## config.mk

```make
export PLATFORM = sky130hd
export DESIGN_NAME = scsa_cause_status
export DESIGN_NICKNAME = d
export VERILOG_FILES = /design/src/scsa_pkg.sv /design/src/scsa_soft_timer.sv /design/src/scsa_cause_status.sv
export SDC_FILE = /design/constraint.sdc
export NUM_CORES = 1
export LEC_CHECK = 0
export BUFFER_PORTS_ARGS = -buffer_cell sky130_fd_sc_hd__buf_2
export CORE_MARGIN = 5
export CORE_UTILIZATION = 40
export DETAILED_ROUTE_END_ITERATION = 10
export HOLD_SLACK_MARGIN = 0.02
export PLACE_DENSITY = 0.68
export SLEW_MARGIN = 20
export SYNTH_ARGS = -nofsm -noshare
export SYNTH_HDL_FRONTEND = slang
export SYNTH_HIERARCHICAL = 1
export SYNTH_SLANG_ARGS = --single-unit
```

## constraint.sdc

```tcl
create_clock -name clk_in -period 1.9 [get_ports clk_in]
set_input_delay 0.095 -clock clk_in [delete_from_list [all_inputs] [get_ports clk_in]]
set_output_delay 0.095 -clock clk_in [all_outputs]
set_load 0.02 [all_outputs]
```

## src/scsa_pkg.sv

```systemverilog
// Package for the management-interrupt cause status aggregator.
// Assumes a single 40 MHz clock and an I/O port decoded by the caller.
package scsa_pkg;

  // Register offset relative to the power-management I/O base
  localparam logic [7:0]  CAUSE_OFFSET     = 8'h34;
  localparam logic [15:0] CAUSE_RESET      = 16'h0000;

  // Field positions in the cause status register
  localparam int BIT_SERIAL   = 15;
  localparam int BIT_MINUTE   = 14;
  localparam int BIT_HEALTH   = 13;
  localparam int BIT_DEVWATCH = 12;
  localparam int BIT_GRP_B    = 10;
  localparam int BIT_GRP_A    = 9;
  localparam int BIT_POWER    = 8;
  localparam int BIT_TIMER    = 6;
  localparam int BIT_APM      = 5;
  localparam int BIT_SLEEP    = 4;
  localparam int BIT_LEGACY   = 3;
  localparam int BIT_FIRMWARE = 2;

  // Power event register bit that never feeds the aggregate
  localparam int POWER_EXCLUDED_BIT = 5;

  // Clock rate and timing figures
  localparam int CLK_HZ        = 40_000_000;
  localparam int CLK_PERIOD_NS = 25;
  localparam int MINUTE_S      = 60;
  localparam int SOFT_TIMER_MS = 64;
  localparam longint MINUTE_CYCLES_L = longint'(MINUTE_S) * longint'(CLK_HZ);
  localparam int MINUTE_CYCLES   = int'(MINUTE_CYCLES_L);
  localparam int SOFT_TIMER_CYCLES = (SOFT_TIMER_MS * (CLK_HZ / 1000));
  localparam int HIGH_HOLD_CLKS  = 4;
  localparam logic [2:0] HIGH_HOLD_INIT = 3'h0;

  // Interrupt line arbitration states
  typedef enum logic [2:0] {
    ARB_IDLE   = 3'b001,
    ARB_HOLD   = 3'b010,
    ARB_ACTIVE = 3'b100
  } scsa_arb_t;

  // Host register access strobes
  typedef struct packed {
    logic        rd;
    logic        wr;
    logic [7:0]  offset;
    logic [15:0] wdata;
  } scsa_io_t;

  // Summary signals from sources kept outside this block
  typedef struct packed {
    logic        serial_irq_cause;
    logic        health_monitor_cause;
    logic [15:0] io_watch_status_enable;
    logic [15:0] device_activity_status;
    logic [15:0] event_group_b_cause;
    logic [15:0] event_group_b_enable;
    logic [15:0] input_event_routing;
    logic [15:0] event_group_a_cause;
    logic [15:0] event_group_a_enable;
    logic [15:0] power_event_cause;
    logic [7:0]  legacy_status;
    logic [7:0]  legacy_enable;
  } scsa_src_t;

  // Latched event pulses and control levels
  typedef struct packed {
    logic apm_write;
    logic sleep_request_one;
    logic global_release_one;
    logic minute_tick_enable;
    logic apm_port_trap_enable;
    logic sleep_trap_enable;
    logic firmware_attention_enable;
    logic soft_timer_start;
    logic global_mgmt_irq_enable;
    logic end_of_handler_set;
  } scsa_ctl_t;

endpackage : scsa_pkg

```

## src/scsa_soft_timer.sv

```systemverilog
// Software interrupt timer: one expiry pulse per start.
// Assumes the start level comes from logic on the same clock.
`timescale 1ns/1ps
`default_nettype none
module scsa_soft_timer #(
  parameter int TIMER_CYCLES = scsa_pkg::SOFT_TIMER_CYCLES
) (
  input  wire logic clk_in,
  input  wire logic rst_in,
  input  wire logic start_in,
  output logic      expire_out
);

  // Whole state of the timer
  typedef struct packed {
    logic [31:0] count;
    logic        done;
    logic        pulse;
  } scsa_tmr_t;

  scsa_tmr_t state_reg;
  scsa_tmr_t state_next;

  // Count while started; clearing start resets and suppresses expiry
  always_comb
  begin
    state_next       = state_reg;
    state_next.pulse = 1'b0;
    if (!start_in)
    begin
      state_next.count = 32'h0;
      state_next.done  = 1'b0;
    end
    else if (!state_reg.done)
    begin
      if (state_reg.count == 32'(TIMER_CYCLES - 1))
      begin
        state_next.done  = 1'b1;
        state_next.pulse = 1'b1;
      end
      else
      begin
        state_next.count = state_reg.count + 32'h1;
      end
    end
  end

  // State register
  always_ff @(posedge clk_in or posedge rst_in)
  begin
    if (rst_in)
      state_reg <= '0;
    else
      state_reg <= state_next;
  end

  assign expire_out = state_reg.pulse;

  // Start dropped means no expiry next cycle
  stop_no_pulse_a: assert property (@(posedge clk_in) disable iff (rst_in)
    !start_in |=> !expire_out)
    else $error("soft timer expired after stop");

endmodule : scsa_soft_timer
`default_nettype wire

```

## src/scsa_cause_status.sv

```systemverilog
// Management-interrupt cause status register and interrupt arbiter.
// Assumes the I/O strobes are already decoded for the power-management
// range and that the source summaries come from logic on this clock.
`timescale 1ns/1ps
`default_nettype none

// What this block does
// - Cause status at 34h, resets to zero
// - Enabled latched cause requests management interrupt
// - Bit 15 follows serial decoder request live
// - Bit 14 set each minute, write-one clears
// - Bit 13 shows health monitor cause
// - Bit 12 ORs watch and activity bits 13:12
// - Bit 10 ORs routed, enabled group B
// - Bit 9 ORs enabled group A events
// - Bit 8 ORs power events except 5
// - Bit 6 set on timer expiry
// - Bit 5 set on enabled APM write
// - Bit 4 set on trapped sleep request
// - Bit 3 ORs enabled legacy trap bits
// - Bit 2 set on enabled global release
// - No interrupt while global enable clear
// - End-of-handler gates; four clocks high first
// - Soft timer 64 ms, stop cancels
module scsa_cause_status #(
  parameter int MINUTE_CYCLES = scsa_pkg::MINUTE_CYCLES
) (
  input  wire logic                clk_in,
  input  wire logic                rst_in,
  input  wire scsa_pkg::scsa_io_t  io_in,
  input  wire scsa_pkg::scsa_src_t src_in,
  input  wire scsa_pkg::scsa_ctl_t ctl_in,
  output logic [15:0]              rdata_out,
  output logic                     mgmt_interrupt_n_out,
  output logic                     end_of_handler_out
);

  // Write-one-to-clear decode of one bit
  function automatic logic w1c(input scsa_pkg::scsa_io_t io, input int pos);
    w1c = io.wr && (io.offset == scsa_pkg::CAUSE_OFFSET) && io.wdata[pos];
  endfunction

  // Whole state of the block
  typedef struct packed {
    logic [31:0]         minute_count;  // Minute divider
    logic                minute_cause;  // Bit 14
    logic                timer_cause;   // Bit 6
    logic                apm_cause;     // Bit 5
    logic                sleep_cause;   // Bit 4
    logic                fw_cause;      // Bit 2
    logic                eoh;           // End-of-handler
    scsa_pkg::scsa_arb_t arb;           // Line arbiter
    logic [2:0]          hold;          // High-hold counter
    logic                irq_n;         // Interrupt line
    logic [15:0]         rdata;         // Read data
  } scsa_state_t;

  scsa_state_t state_reg;
  scsa_state_t state_next;

  logic        timer_expire;   // Soft timer expiry pulse
  logic        minute_tick;    // Minute divider wrap
  logic [15:0] status;         // Assembled status view
  logic        request;        // Any enabled cause
  logic [15:0] power_masked;   // Power events minus excluded bit

  // Soft timer instance
  scsa_soft_timer #(
    .TIMER_CYCLES (scsa_pkg::SOFT_TIMER_CYCLES)
  ) u_timer (
    .clk_in     (clk_in),
    .rst_in     (rst_in),
    .start_in   (ctl_in.soft_timer_start),
    .expire_out (timer_expire)
  );

  assign minute_tick = (state_reg.minute_count == 32'(MINUTE_CYCLES - 1));

  // Aggregate and latched bits into the status view
  always_comb
  begin
    power_masked = src_in.power_event_cause;
    power_masked[scsa_pkg::POWER_EXCLUDED_BIT] = 1'b0;
    status = scsa_pkg::CAUSE_RESET;  // Reserved bits stay zero
    status[scsa_pkg::BIT_SERIAL]   = src_in.serial_irq_cause;
    status[scsa_pkg::BIT_MINUTE]   = state_reg.minute_cause;
    status[scsa_pkg::BIT_HEALTH]   = src_in.health_monitor_cause;
    status[scsa_pkg::BIT_DEVWATCH] = |src_in.io_watch_status_enable[13:12]
                                   | (|src_in.device_activity_status[13:12]);
    status[scsa_pkg::BIT_GRP_B]    = |(src_in.event_group_b_cause
                                   & src_in.event_group_b_enable
                                   & src_in.input_event_routing);
    status[scsa_pkg::BIT_GRP_A]    = |(src_in.event_group_a_cause
                                   & src_in.event_group_a_enable);
    status[scsa_pkg::BIT_POWER]    = |power_masked;
    status[scsa_pkg::BIT_TIMER]    = state_reg.timer_cause;
    status[scsa_pkg::BIT_APM]      = state_reg.apm_cause;
    status[scsa_pkg::BIT_SLEEP]    = state_reg.sleep_cause;
    status[scsa_pkg::BIT_LEGACY]   = |(src_in.legacy_status & src_in.legacy_enable);
    status[scsa_pkg::BIT_FIRMWARE] = state_reg.fw_cause;
  end

  // Interrupt request: minute bit with its enable, other latched bits and aggregates stand alone
  assign request = (state_reg.minute_cause & ctl_in.minute_tick_enable)
                 | state_reg.timer_cause | state_reg.apm_cause
                 | state_reg.sleep_cause | state_reg.fw_cause
                 | status[scsa_pkg::BIT_SERIAL] | status[scsa_pkg::BIT_HEALTH]
                 | status[scsa_pkg::BIT_DEVWATCH] | status[scsa_pkg::BIT_GRP_B]
                 | status[scsa_pkg::BIT_GRP_A] | status[scsa_pkg::BIT_POWER]
                 | status[scsa_pkg::BIT_LEGACY];

  // Next-state logic
  always_comb
  begin
    state_next = state_reg;
    // Minute divider
    state_next.minute_count = minute_tick ? 32'h0 : state_reg.minute_count + 32'h1;
    // Sticky causes: set beats a same-cycle clear
    if (w1c(io_in, scsa_pkg::BIT_MINUTE))
      state_next.minute_cause = 1'b0;
    if (minute_tick)
      state_next.minute_cause = 1'b1;
    if (w1c(io_in, scsa_pkg::BIT_TIMER))
      state_next.timer_cause = 1'b0;
    if (timer_expire)
      state_next.timer_cause = 1'b1;
    if (w1c(io_in, scsa_pkg::BIT_APM))
      state_next.apm_cause = 1'b0;
    if (ctl_in.apm_write && ctl_in.apm_port_trap_enable)
      state_next.apm_cause = 1'b1;
    if (w1c(io_in, scsa_pkg::BIT_SLEEP))
      state_next.sleep_cause = 1'b0;
    if (ctl_in.sleep_request_one && ctl_in.sleep_trap_enable)
      state_next.sleep_cause = 1'b1;
    if (w1c(io_in, scsa_pkg::BIT_FIRMWARE))
      state_next.fw_cause = 1'b0;
    if (ctl_in.global_release_one && ctl_in.firmware_attention_enable)
      state_next.fw_cause = 1'b1;
    // End-of-handler set by the handler
    if (ctl_in.end_of_handler_set)
      state_next.eoh = 1'b1;
    // Read data registered
    state_next.rdata = (io_in.rd && io_in.offset == scsa_pkg::CAUSE_OFFSET)
                     ? status : 16'h0;
    // Line arbiter
    case (state_reg.arb)
      scsa_pkg::ARB_IDLE:
      begin
        state_next.irq_n = 1'b1;
        state_next.hold  = scsa_pkg::HIGH_HOLD_INIT;
        if (state_reg.eoh && request && ctl_in.global_mgmt_irq_enable)
          state_next.arb = scsa_pkg::ARB_HOLD;
      end
      scsa_pkg::ARB_HOLD:
      begin
        // Enable dropped during hold: give up, line never goes low
        if (!ctl_in.global_mgmt_irq_enable)
        begin
          state_next.arb = scsa_pkg::ARB_IDLE;
        end
        // Keep line high four clocks before asserting
        else if (state_reg.hold == 3'(scsa_pkg::HIGH_HOLD_CLKS - 1))
        begin
          state_next.irq_n = 1'b0;
          state_next.eoh   = 1'b0;
          state_next.arb   = scsa_pkg::ARB_ACTIVE;
        end
        else
        begin
          state_next.hold = state_reg.hold + 3'h1;
        end
      end
      scsa_pkg::ARB_ACTIVE:
      begin
        // Release once handler sets end-of-handler again
        if (ctl_in.end_of_handler_set || !ctl_in.global_mgmt_irq_enable)
        begin
          state_next.irq_n = 1'b1;
          state_next.arb   = scsa_pkg::ARB_IDLE;
        end
      end
      default:
      begin
        state_next.arb   = scsa_pkg::ARB_IDLE;
        state_next.irq_n = 1'b1;
      end
    endcase
  end

  // State register
  always_ff @(posedge clk_in or posedge rst_in)
  begin
    if (rst_in)
    begin
      state_reg       <= '0;
      state_reg.arb   <= scsa_pkg::ARB_IDLE;
      state_reg.irq_n <= 1'b1;
      state_reg.eoh   <= 1'b1;
    end
    else
    begin
      state_reg <= state_next;
    end
  end

  assign rdata_out            = state_reg.rdata;
  assign mgmt_interrupt_n_out = state_reg.irq_n;
  assign end_of_handler_out   = state_reg.eoh;

  // Reserved bits always read zero
  reserved_zero_a: assert property (@(posedge clk_in) disable iff (rst_in)
    rdata_out[11] == 1'b0 && rdata_out[7] == 1'b0 && rdata_out[1:0] == 2'h0)
    else $error("reserved bit read nonzero");

  // Line goes low only after four high clocks in hold
  low_after_hold_a: assert property (@(posedge clk_in) disable iff (rst_in)
    $fell(mgmt_interrupt_n_out) |-> $past(mgmt_interrupt_n_out, 4))
    else $error("interrupt asserted without high hold");

  // Line only falls while the global enable was set
  gate_on_fall_a: assert property (@(posedge clk_in) disable iff (rst_in)
    $fell(mgmt_interrupt_n_out) |-> $past(ctl_in.global_mgmt_irq_enable))
    else $error("interrupt asserted while disabled");

  // Assertion clears end-of-handler
  eoh_cleared_a: assert property (@(posedge clk_in) disable iff (rst_in)
    $fell(mgmt_interrupt_n_out) |-> !end_of_handler_out)
    else $error("end of handler not cleared");

  // No assertion with global enable off
  global_gate_a: assert property (@(posedge clk_in) disable iff (rst_in)
    (state_reg.arb == scsa_pkg::ARB_IDLE && !ctl_in.global_mgmt_irq_enable)
      |=> state_reg.arb == scsa_pkg::ARB_IDLE)
    else $error("arbiter left idle while disabled");

  // Timer expiry latches bit 6
  timer_latch_a: assert property (@(posedge clk_in) disable iff (rst_in)
    timer_expire |=> state_reg.timer_cause)
    else $error("timer cause not latched");

  // APM trap latches bit 5
  apm_latch_a: assert property (@(posedge clk_in) disable iff (rst_in)
    ctl_in.apm_write && ctl_in.apm_port_trap_enable |=> state_reg.apm_cause)
    else $error("apm cause not latched");

  // Sleep trap latches bit 4
  sleep_latch_a: assert property (@(posedge clk_in) disable iff (rst_in)
    ctl_in.sleep_request_one && ctl_in.sleep_trap_enable |=> state_reg.sleep_cause)
    else $error("sleep cause not latched");

  // Release latches bit 2
  fw_latch_a: assert property (@(posedge clk_in) disable iff (rst_in)
    ctl_in.global_release_one && ctl_in.firmware_attention_enable |=> state_reg.fw_cause)
    else $error("firmware cause not latched");

  // Minute tick latches bit 14
  minute_latch_a: assert property (@(posedge clk_in) disable iff (rst_in)
    minute_tick |=> state_reg.minute_cause)
    else $error("minute cause not latched");

  // Zero write leaves the APM sticky bit alone
  zero_write_a: assert property (@(posedge clk_in) disable iff (rst_in)
    io_in.wr && io_in.offset == scsa_pkg::CAUSE_OFFSET && !io_in.wdata[scsa_pkg::BIT_APM]
      && state_reg.apm_cause |=> state_reg.apm_cause)
    else $error("zero write cleared a bit");

  // Live bit 15 readback
  serial_live_a: assert property (@(posedge clk_in) disable iff (rst_in)
    io_in.rd && io_in.offset == scsa_pkg::CAUSE_OFFSET
      |=> rdata_out[15] == $past(src_in.serial_irq_cause))
    else $error("serial cause readback wrong");

endmodule : scsa_cause_status
`default_nettype wire

```

==> impl_metrics.ini, run 1 <==
[run_status]
status = finished, final reports clean

[timing]
min_period_ps = 1790
setup_viol = 0
finalHoldViolations = 0
slew_viol_final = 0
finalSetupTns_ps = 0
max_freq_mhz = 559
whs_ps = 28.6
finalCritPeriodShare_pct = 94.1
finClkSkew_ps = 6.04

[power]
power_density_nw_per_um2 = 703
ir_worst_vdd_mv = 0.475
leakagePower_nw = 3.15

[floorplanning]
io_pins = 202
core_area_sq_um = 12100
die_h_microns = 121
start_util_pct = 40.8
fp.dieArea_sq_um = 14600
die_x_microns = 121
num_rows = 40

[finish]
drive_above_1_share_pct = 34.3
syn_to_final_growth_pct = 31.3
layout_commonest_cell = buf_2
design_area_sq_um = 6470
layout_common_cells = buf_2 (157), dfrtp_1 (88), nor2_1 (49)
nets = 862
largest_reg_flops = 43
fin_util_pct = 53.6

[global_routing]
grt_pass1_wl_microns = 21700
grt_max_degree = 47
antenna_found_initial = 7
grt_use_total_pct = 18.6
overflow = 0
grt_pass1_vias = 4478

[routing]
antenna_left = 0
drt-pass1-iter-count = 5
wire_per_inst_microns = 16.3
route.detailed.drc = 0
viasPerCell = 5.23
drt_iter0_drc = 194
vias = 4458
routed_wirelength_microns = 13800

[cts]
clk_pin_slew_ps = 70
clk_path_buf_depth = 2
cts_tree = built
cts_made_buffers = 9
cts_sinks = 91
cts_root_buf = clkbuf_16
clkLatencyLatePin_ps = 340
cts.htree.levels = 3

[synth]
synth_flop_cell = dfrtp_1
syn_area_sq_um = 4930
yosysSeqAreaShare_pct = 46.3
async_flop_share_pct = 100
synthCells = 493
synthAdderAreaFrac_pct = 1.02
synth-compound-area-share_pct = 7.44
synth.top_cells.by_area = dfrtp_1 (45%), xnor2_1 (4.4%), nand3_1 (4.2%)
synth_cell_types = 62
muxShareOfSynthArea_pct = 1.02
syn_area_per_cell_sq_um = 9.99
ys_ff_latch = 91
yosys.area.top_type = dfrtp_1
synth-edff-count = 0
synth_xor_area_share_pct = 8.18
synth-simple-area-share_pct = 31.3
yosysWarnings = 6
synth_top_family_by_area = simple AND/OR/NAND/NOR gates
synth_top_area_share_pct = 44.7

[flow_run]
maxCapViolations = 0

[placement]
port_buffers = 157
place.gp.congestion = 0.877
dp_hpwl_microns = 10600
placed_cell_area_sq_um = 5950

[worst_setup_path]
critPathCaptureType = flip-flop
critPathSlowestCell = or4_1
worst-path-buf-inv = 0
reg2reg_setup_slack_ps = 110
crit_fanout = 3
crit_arrival_ps = 2010
rr_worst_depth = 5
reg2reg_to = state_reg[55]$_DFF_PP0_
reg2reg_from = state_reg[58]$_DFF_PP0_
slowest_delay_ps = 550
crit_required_ps = 2120
crit_type = reg -> reg
start_kind = flip-flop
crit_chain = or4_1 -> nor4_1 -> nand4_1 -> nand3_1 -> o21ai_1
timing.critical_path.max_delay_family = simple AND/OR/NAND/NOR gates

[worst_hold_path]
hold_end = rdata_out[15]$_DFF_PP0_
hold_path_depth = 2
hp-start = src_in[145]
hold_class = in -> reg
-- report_power, final --
part / switching, W / internal [W]
combinational: 0.000230 / 0.000222
sequential: 0.0000382 / 0.00198
clock: 0.000774 / 0.00130
total: 0.00104 / 0.00350
-- per-stage QoR --
stage / setup WS, ps / total power (W) / cells
CTS: 17.0 / 0.00458 / 846
detailed placement: 29.6 / 0.00250 / 819
global route: -20.4 / 0.00472 / 852
global placement: 64.6 / 0.00248 / 819
finish: 112 / 0.00454 / 852
floorplan: 193 / 0.00228 / 496
-- worst max path at each step --
stage | to | cells after the start | from | slack (ps)
3_3_place_gp | u_timer/state_reg[3]$_DFFE_PP0P_ | 5 | u_timer/state_reg[32]$_DFFE_PP0P_ | 60
6_report | state_reg[55]$_DFF_PP0_ | 5 | state_reg[58]$_DFF_PP0_ | 110
5_1_grt | u_timer/state_reg[2]$_DFFE_PP0P_ | 5 | u_timer/state_reg[15]$_DFFE_PP0P_ | -20
2_1_floorplan | u_timer/state_reg[32]$_DFFE_PP0P_ | 6 | u_timer/state_reg[13]$_DFFE_PP0P_ | 190
4_1_cts | u_timer/state_reg[2]$_DFFE_PP0P_ | 5 | u_timer/state_reg[32]$_DFFE_PP0P_ | 20
3_5_place_dp | u_timer/state_reg[2]$_DFFE_PP0P_ | 5 | u_timer/state_reg[15]$_DFFE_PP0P_ | 30
-- cells in the mapped netlist, types with 4 or more instances --
library cell	n
clkbuf_1	4
buf_4	17
and3_1	20
a21oi_1	6
dfrtp_1	88
nand3_1	41
or3_1	4
nor3_2	5
xor2_1	21
nand2_1	42
a22o_1	7
a22oi_1	4
a221oi_1	4
inv_1	13
mux2i_1	5
nor2_1	49
o21ai_1	4
xnor2_1	25
ha_1	4
nand2b_1	7
nor4_2	5
nand4_1	27
and4_1	5
nor3_1	8
o21ai_0	5
nor4_1	11
-- logic make-up (layout without fill, tap and decap cells) --
group | count (synthesis) | in the layout
flops | 91 | 91
other cells | 1 | 9
xor+xnor | 46 | 46
buf+inv | 38 | 221
simple gates | 257 | 257
fa+ha+maj | 4 | 4
mux | 5 | 5
compound gates | 51 | 51
-- area by class of cell --
type / count / area (sq um)
antenna: 5 / 12.5
clock buffer: 9 / 225
inverter: 13 / 48.8
clock inverter: 7 / 121
timing repair buffer: 192 / 1100
tap: 168 / 210
multi-input combinational: 367 / 2470
sequential: 91 / 2280
fill: 1082 / 5600
-- layer usage --
layer / GRT usage, % / vias up / routed length [microns]
met3: 5.08 / 26 / 915
li1: - / 2155 / -
met5: 0 / - / 16
met1: 20.2 / 2137 / 5330
met2: 33.4 / 136 / 7190
met4: 8.43 / 4 / 395
-- timing repair --
| item | 4_1_cts | 5_1_grt |
|---|---|---|
| endpoints found under the hold margin | 51 | 0 |
| hold buffers | 11 | 0 |
| endpoints found under the setup margin | 0 | 22 |
| gates resized for setup | 0 | 7 |
| setup buffers | 0 | 1 |
No activity file was read; power rests on OpenSTA's default activity.
==> run 2: changes to the inputs <==
--- a/config.mk
+++ b/config.mk
@@ -10,9 +10,10 @@
 export CORE_UTILIZATION = 40
 export DETAILED_ROUTE_END_ITERATION = 10
 export HOLD_SLACK_MARGIN = 0.02
-export PLACE_DENSITY = 0.68
+export PLACE_DENSITY = 0.71
 export SLEW_MARGIN = 20
 export SYNTH_ARGS = -nofsm -noshare
 export SYNTH_HDL_FRONTEND = slang
 export SYNTH_HIERARCHICAL = 1
 export SYNTH_SLANG_ARGS = --single-unit
+export TNS_END_PERCENT = 5
==> constraint.sdc (replaced) <==
create_clock -name clk_in -period 1.5 [get_ports clk_in]
set_input_delay 0.075 -clock clk_in [delete_from_list [all_inputs] [get_ports clk_in]]
set_output_delay 0.075 -clock clk_in [all_outputs]
set_load 0.02 [all_outputs]
==> run 2 against run 1 <==
Effect of this change:
- the run now ends with setup timing left
- clock power increased by 15%
- die area did not move
- worst hold slack improved by 4.5 ps
- sequential share of layout area is 3.5 points lower
- flip-flop and latch count stayed put
- combinational power up 52%
- clock skew grew 1.1 ps
- global-route usage grew 1.5 points
- critical path depth increased by 2
- fmax rose by 5.1%
- non-clock buffer count rose by 76
- register-to-register slack lost 310 ps
==> impl_metrics.ini, run 2 (synthesized netlist as in run 1, its figures left out) <==
[worst_setup_path]
crit_path_end = u_timer/state_reg[22]$_DFFE_PP0P_
crit_fanout = 7
start_kind = flip-flop
reg2reg_from = u_timer/state_reg[7]$_DFFE_PP0P_
reg2reg_setup_slack_ps = -200
rr_worst_depth = 7
reg2reg_to = u_timer/state_reg[22]$_DFFE_PP0P_
critPathCaptureType = flip-flop
crit_required_ps = 1730
crit_type = reg -> reg
startpoint = u_timer/state_reg[7]$_DFFE_PP0P_
crit_arrival_ps = 1930

[floorplanning]
start_util_pct = 40.8
die_x_microns = 121
fp.dieArea_sq_um = 14600
io_pins = 202
core_area_sq_um = 12100
die_h_microns = 121
num_rows = 40

[cts]
cts_root_buf = clkbuf_16
cts_tree = built
cts_made_buffers = 9
cts_sinks = 91
clk_pin_slew_ps = 60
clk_path_buf_depth = 2
clkLatencyLatePin_ps = 340
cts.htree.levels = 3

[finish]
num_antenna_cells = 0
drive_above_1_share_pct = 43.6
multiInputGateArea_sq_um = 2630
largest_reg_flops = 43
layout_common_cells = buf_2 (157), buf_4 (94), dfrtp_1 (87)
syn_to_final_growth_pct = 45.9
layout_commonest_cell = buf_2
fill_cells = 981
nets = 938
regArea_sq_um = 2280

[timing]
whs_ps = 33.1
rsz0062_at_grt = yes
setup_viol = 57
max_freq_mhz = 588
slew_viol_final = 0
finalSetupTns_ps = -6860
finClkSkew_ps = 7.09
finalHoldViolations = 0
min_period_ps = 1700
finalCritPeriodShare_pct = 113
worst_slack_ps = -201

[placement]
dp_slack_ps = -262
dp_hpwl_microns = 11200
place.gp.congestion = 0.915
port_buffers = 157

[power]
power_density_nw_per_um2 = 783
clkPwrFrac_pct = 42.6
ir_worst_vdd_mv = 0.608
seqPwrFrac_pct = 45.2
leakagePower_nw = 3.61
power_switching_w = 0.00131
switching_share_pct = 23.4
p_comb_share_pct = 12.3
p_int_w = 0.00431
power_w = 0.00562

[global_routing]
grt_pass1_wl_microns = 23700
grt_pass1_vias = 5002
grt_max_degree = 35
grt_use_total_pct = 20.1
antenna_found_initial = 0
overflow = 0

[routing]
antenna_left = 0
routed_wirelength_microns = 14500
drt-pass1-iter-count = 4
wire_per_inst_microns = 15.7
vias = 4755
viasPerCell = 5.15
route.detailed.drc = 0
drt_iter0_drc = 239

[run_status]
status = finished with violations
violations = setup timing

[worst_hold_path]
hold_class = in -> reg

[flow_run]
maxCapViolations = 0
## run 2: area by class of cell
class	instances	area share [%]
Clock buffer	9	3.13
Timing Repair Buffer	268	23.6
Sequential cell	91	31.8
Multi-Input combinational cell	367	36.7
Tap cell	168	2.93
Inverter	13	0.679
Clock inverter	7	1.29
## run 2: worst min path at each step
stage | startpoint | cells past startpoint | to | slack, ps
global placement | rst_in | 2 | state_reg[46]$_DFF_PP0_ | 60
global route | io_in[6] | 3 | state_reg[27]$_DFFE_PP0P_ | 30
floorplan | ctl_in[1] | 1 | mgmt_interrupt_n_out$_DFFE_PP1P_ | 130
CTS | io_in[6] | 3 | state_reg[27]$_DFFE_PP0P_ | 20
finish | io_in[6] | 3 | state_reg[27]$_DFFE_PP0P_ | 30
detailed placement | rst_in | 2 | state_reg[45]$_DFF_PP0_ | 70
## run 2: metal layers
metal	global-route usage [%]	share of wire [%]	vias up
met5	0	0	-
met4	6.23	2.4	0
met3	5.50	6.2	34
met2	37.0	53	150
met1	22.3	39	2280
li1	-	-	2291
## run 2: power by group through the flow
| stage | registers (W) | clock network, W | logic (W) |
|---|---|---|---|
| 5_1_grt | 0.00254 | 0.00257 | 0.000764 |
| 3_5_place_dp | 0.00258 | 0 | 0.000636 |
| 2_1_floorplan | 0.00259 | 0 | 0.000293 |
| 3_3_place_gp | 0.00258 | 0 | 0.000601 |
| 6_report | 0.00254 | 0.00239 | 0.000690 |
| 4_1_cts | 0.00254 | 0.00246 | 0.000672 |
## run 2: worst max-delay path, stage by stage, from the launching register on
cell,delay [ps]
dfrtp_1,400
nand4_4,190
buf_4,190
nor4_4,240
buf_4,190
nand4_1,130
xor2_1,200
nor2_1,60
## run 2: what timing repair did
action / in CTS / in global routing
pin swaps: 22 / 6
endpoints found under the hold margin: 74 / 0
hold buffers: 13 / 0
gates resized for setup: 24 / 9
setup buffers: 5 / 0
endpoints found under the setup margin: 60 / 63
## run 2: through the flow
stage | area, sq um | std cells | utilization (%)
after CTS | 7150 | 923 | 59.3
after global placement | 6540 | 889 | 54.2
final | 7190 | 923 | 59.6
after global routing | 7190 | 923 | 59.6
after detailed placement | 6540 | 889 | 54.2
after floorplan | 4990 | 496 | -
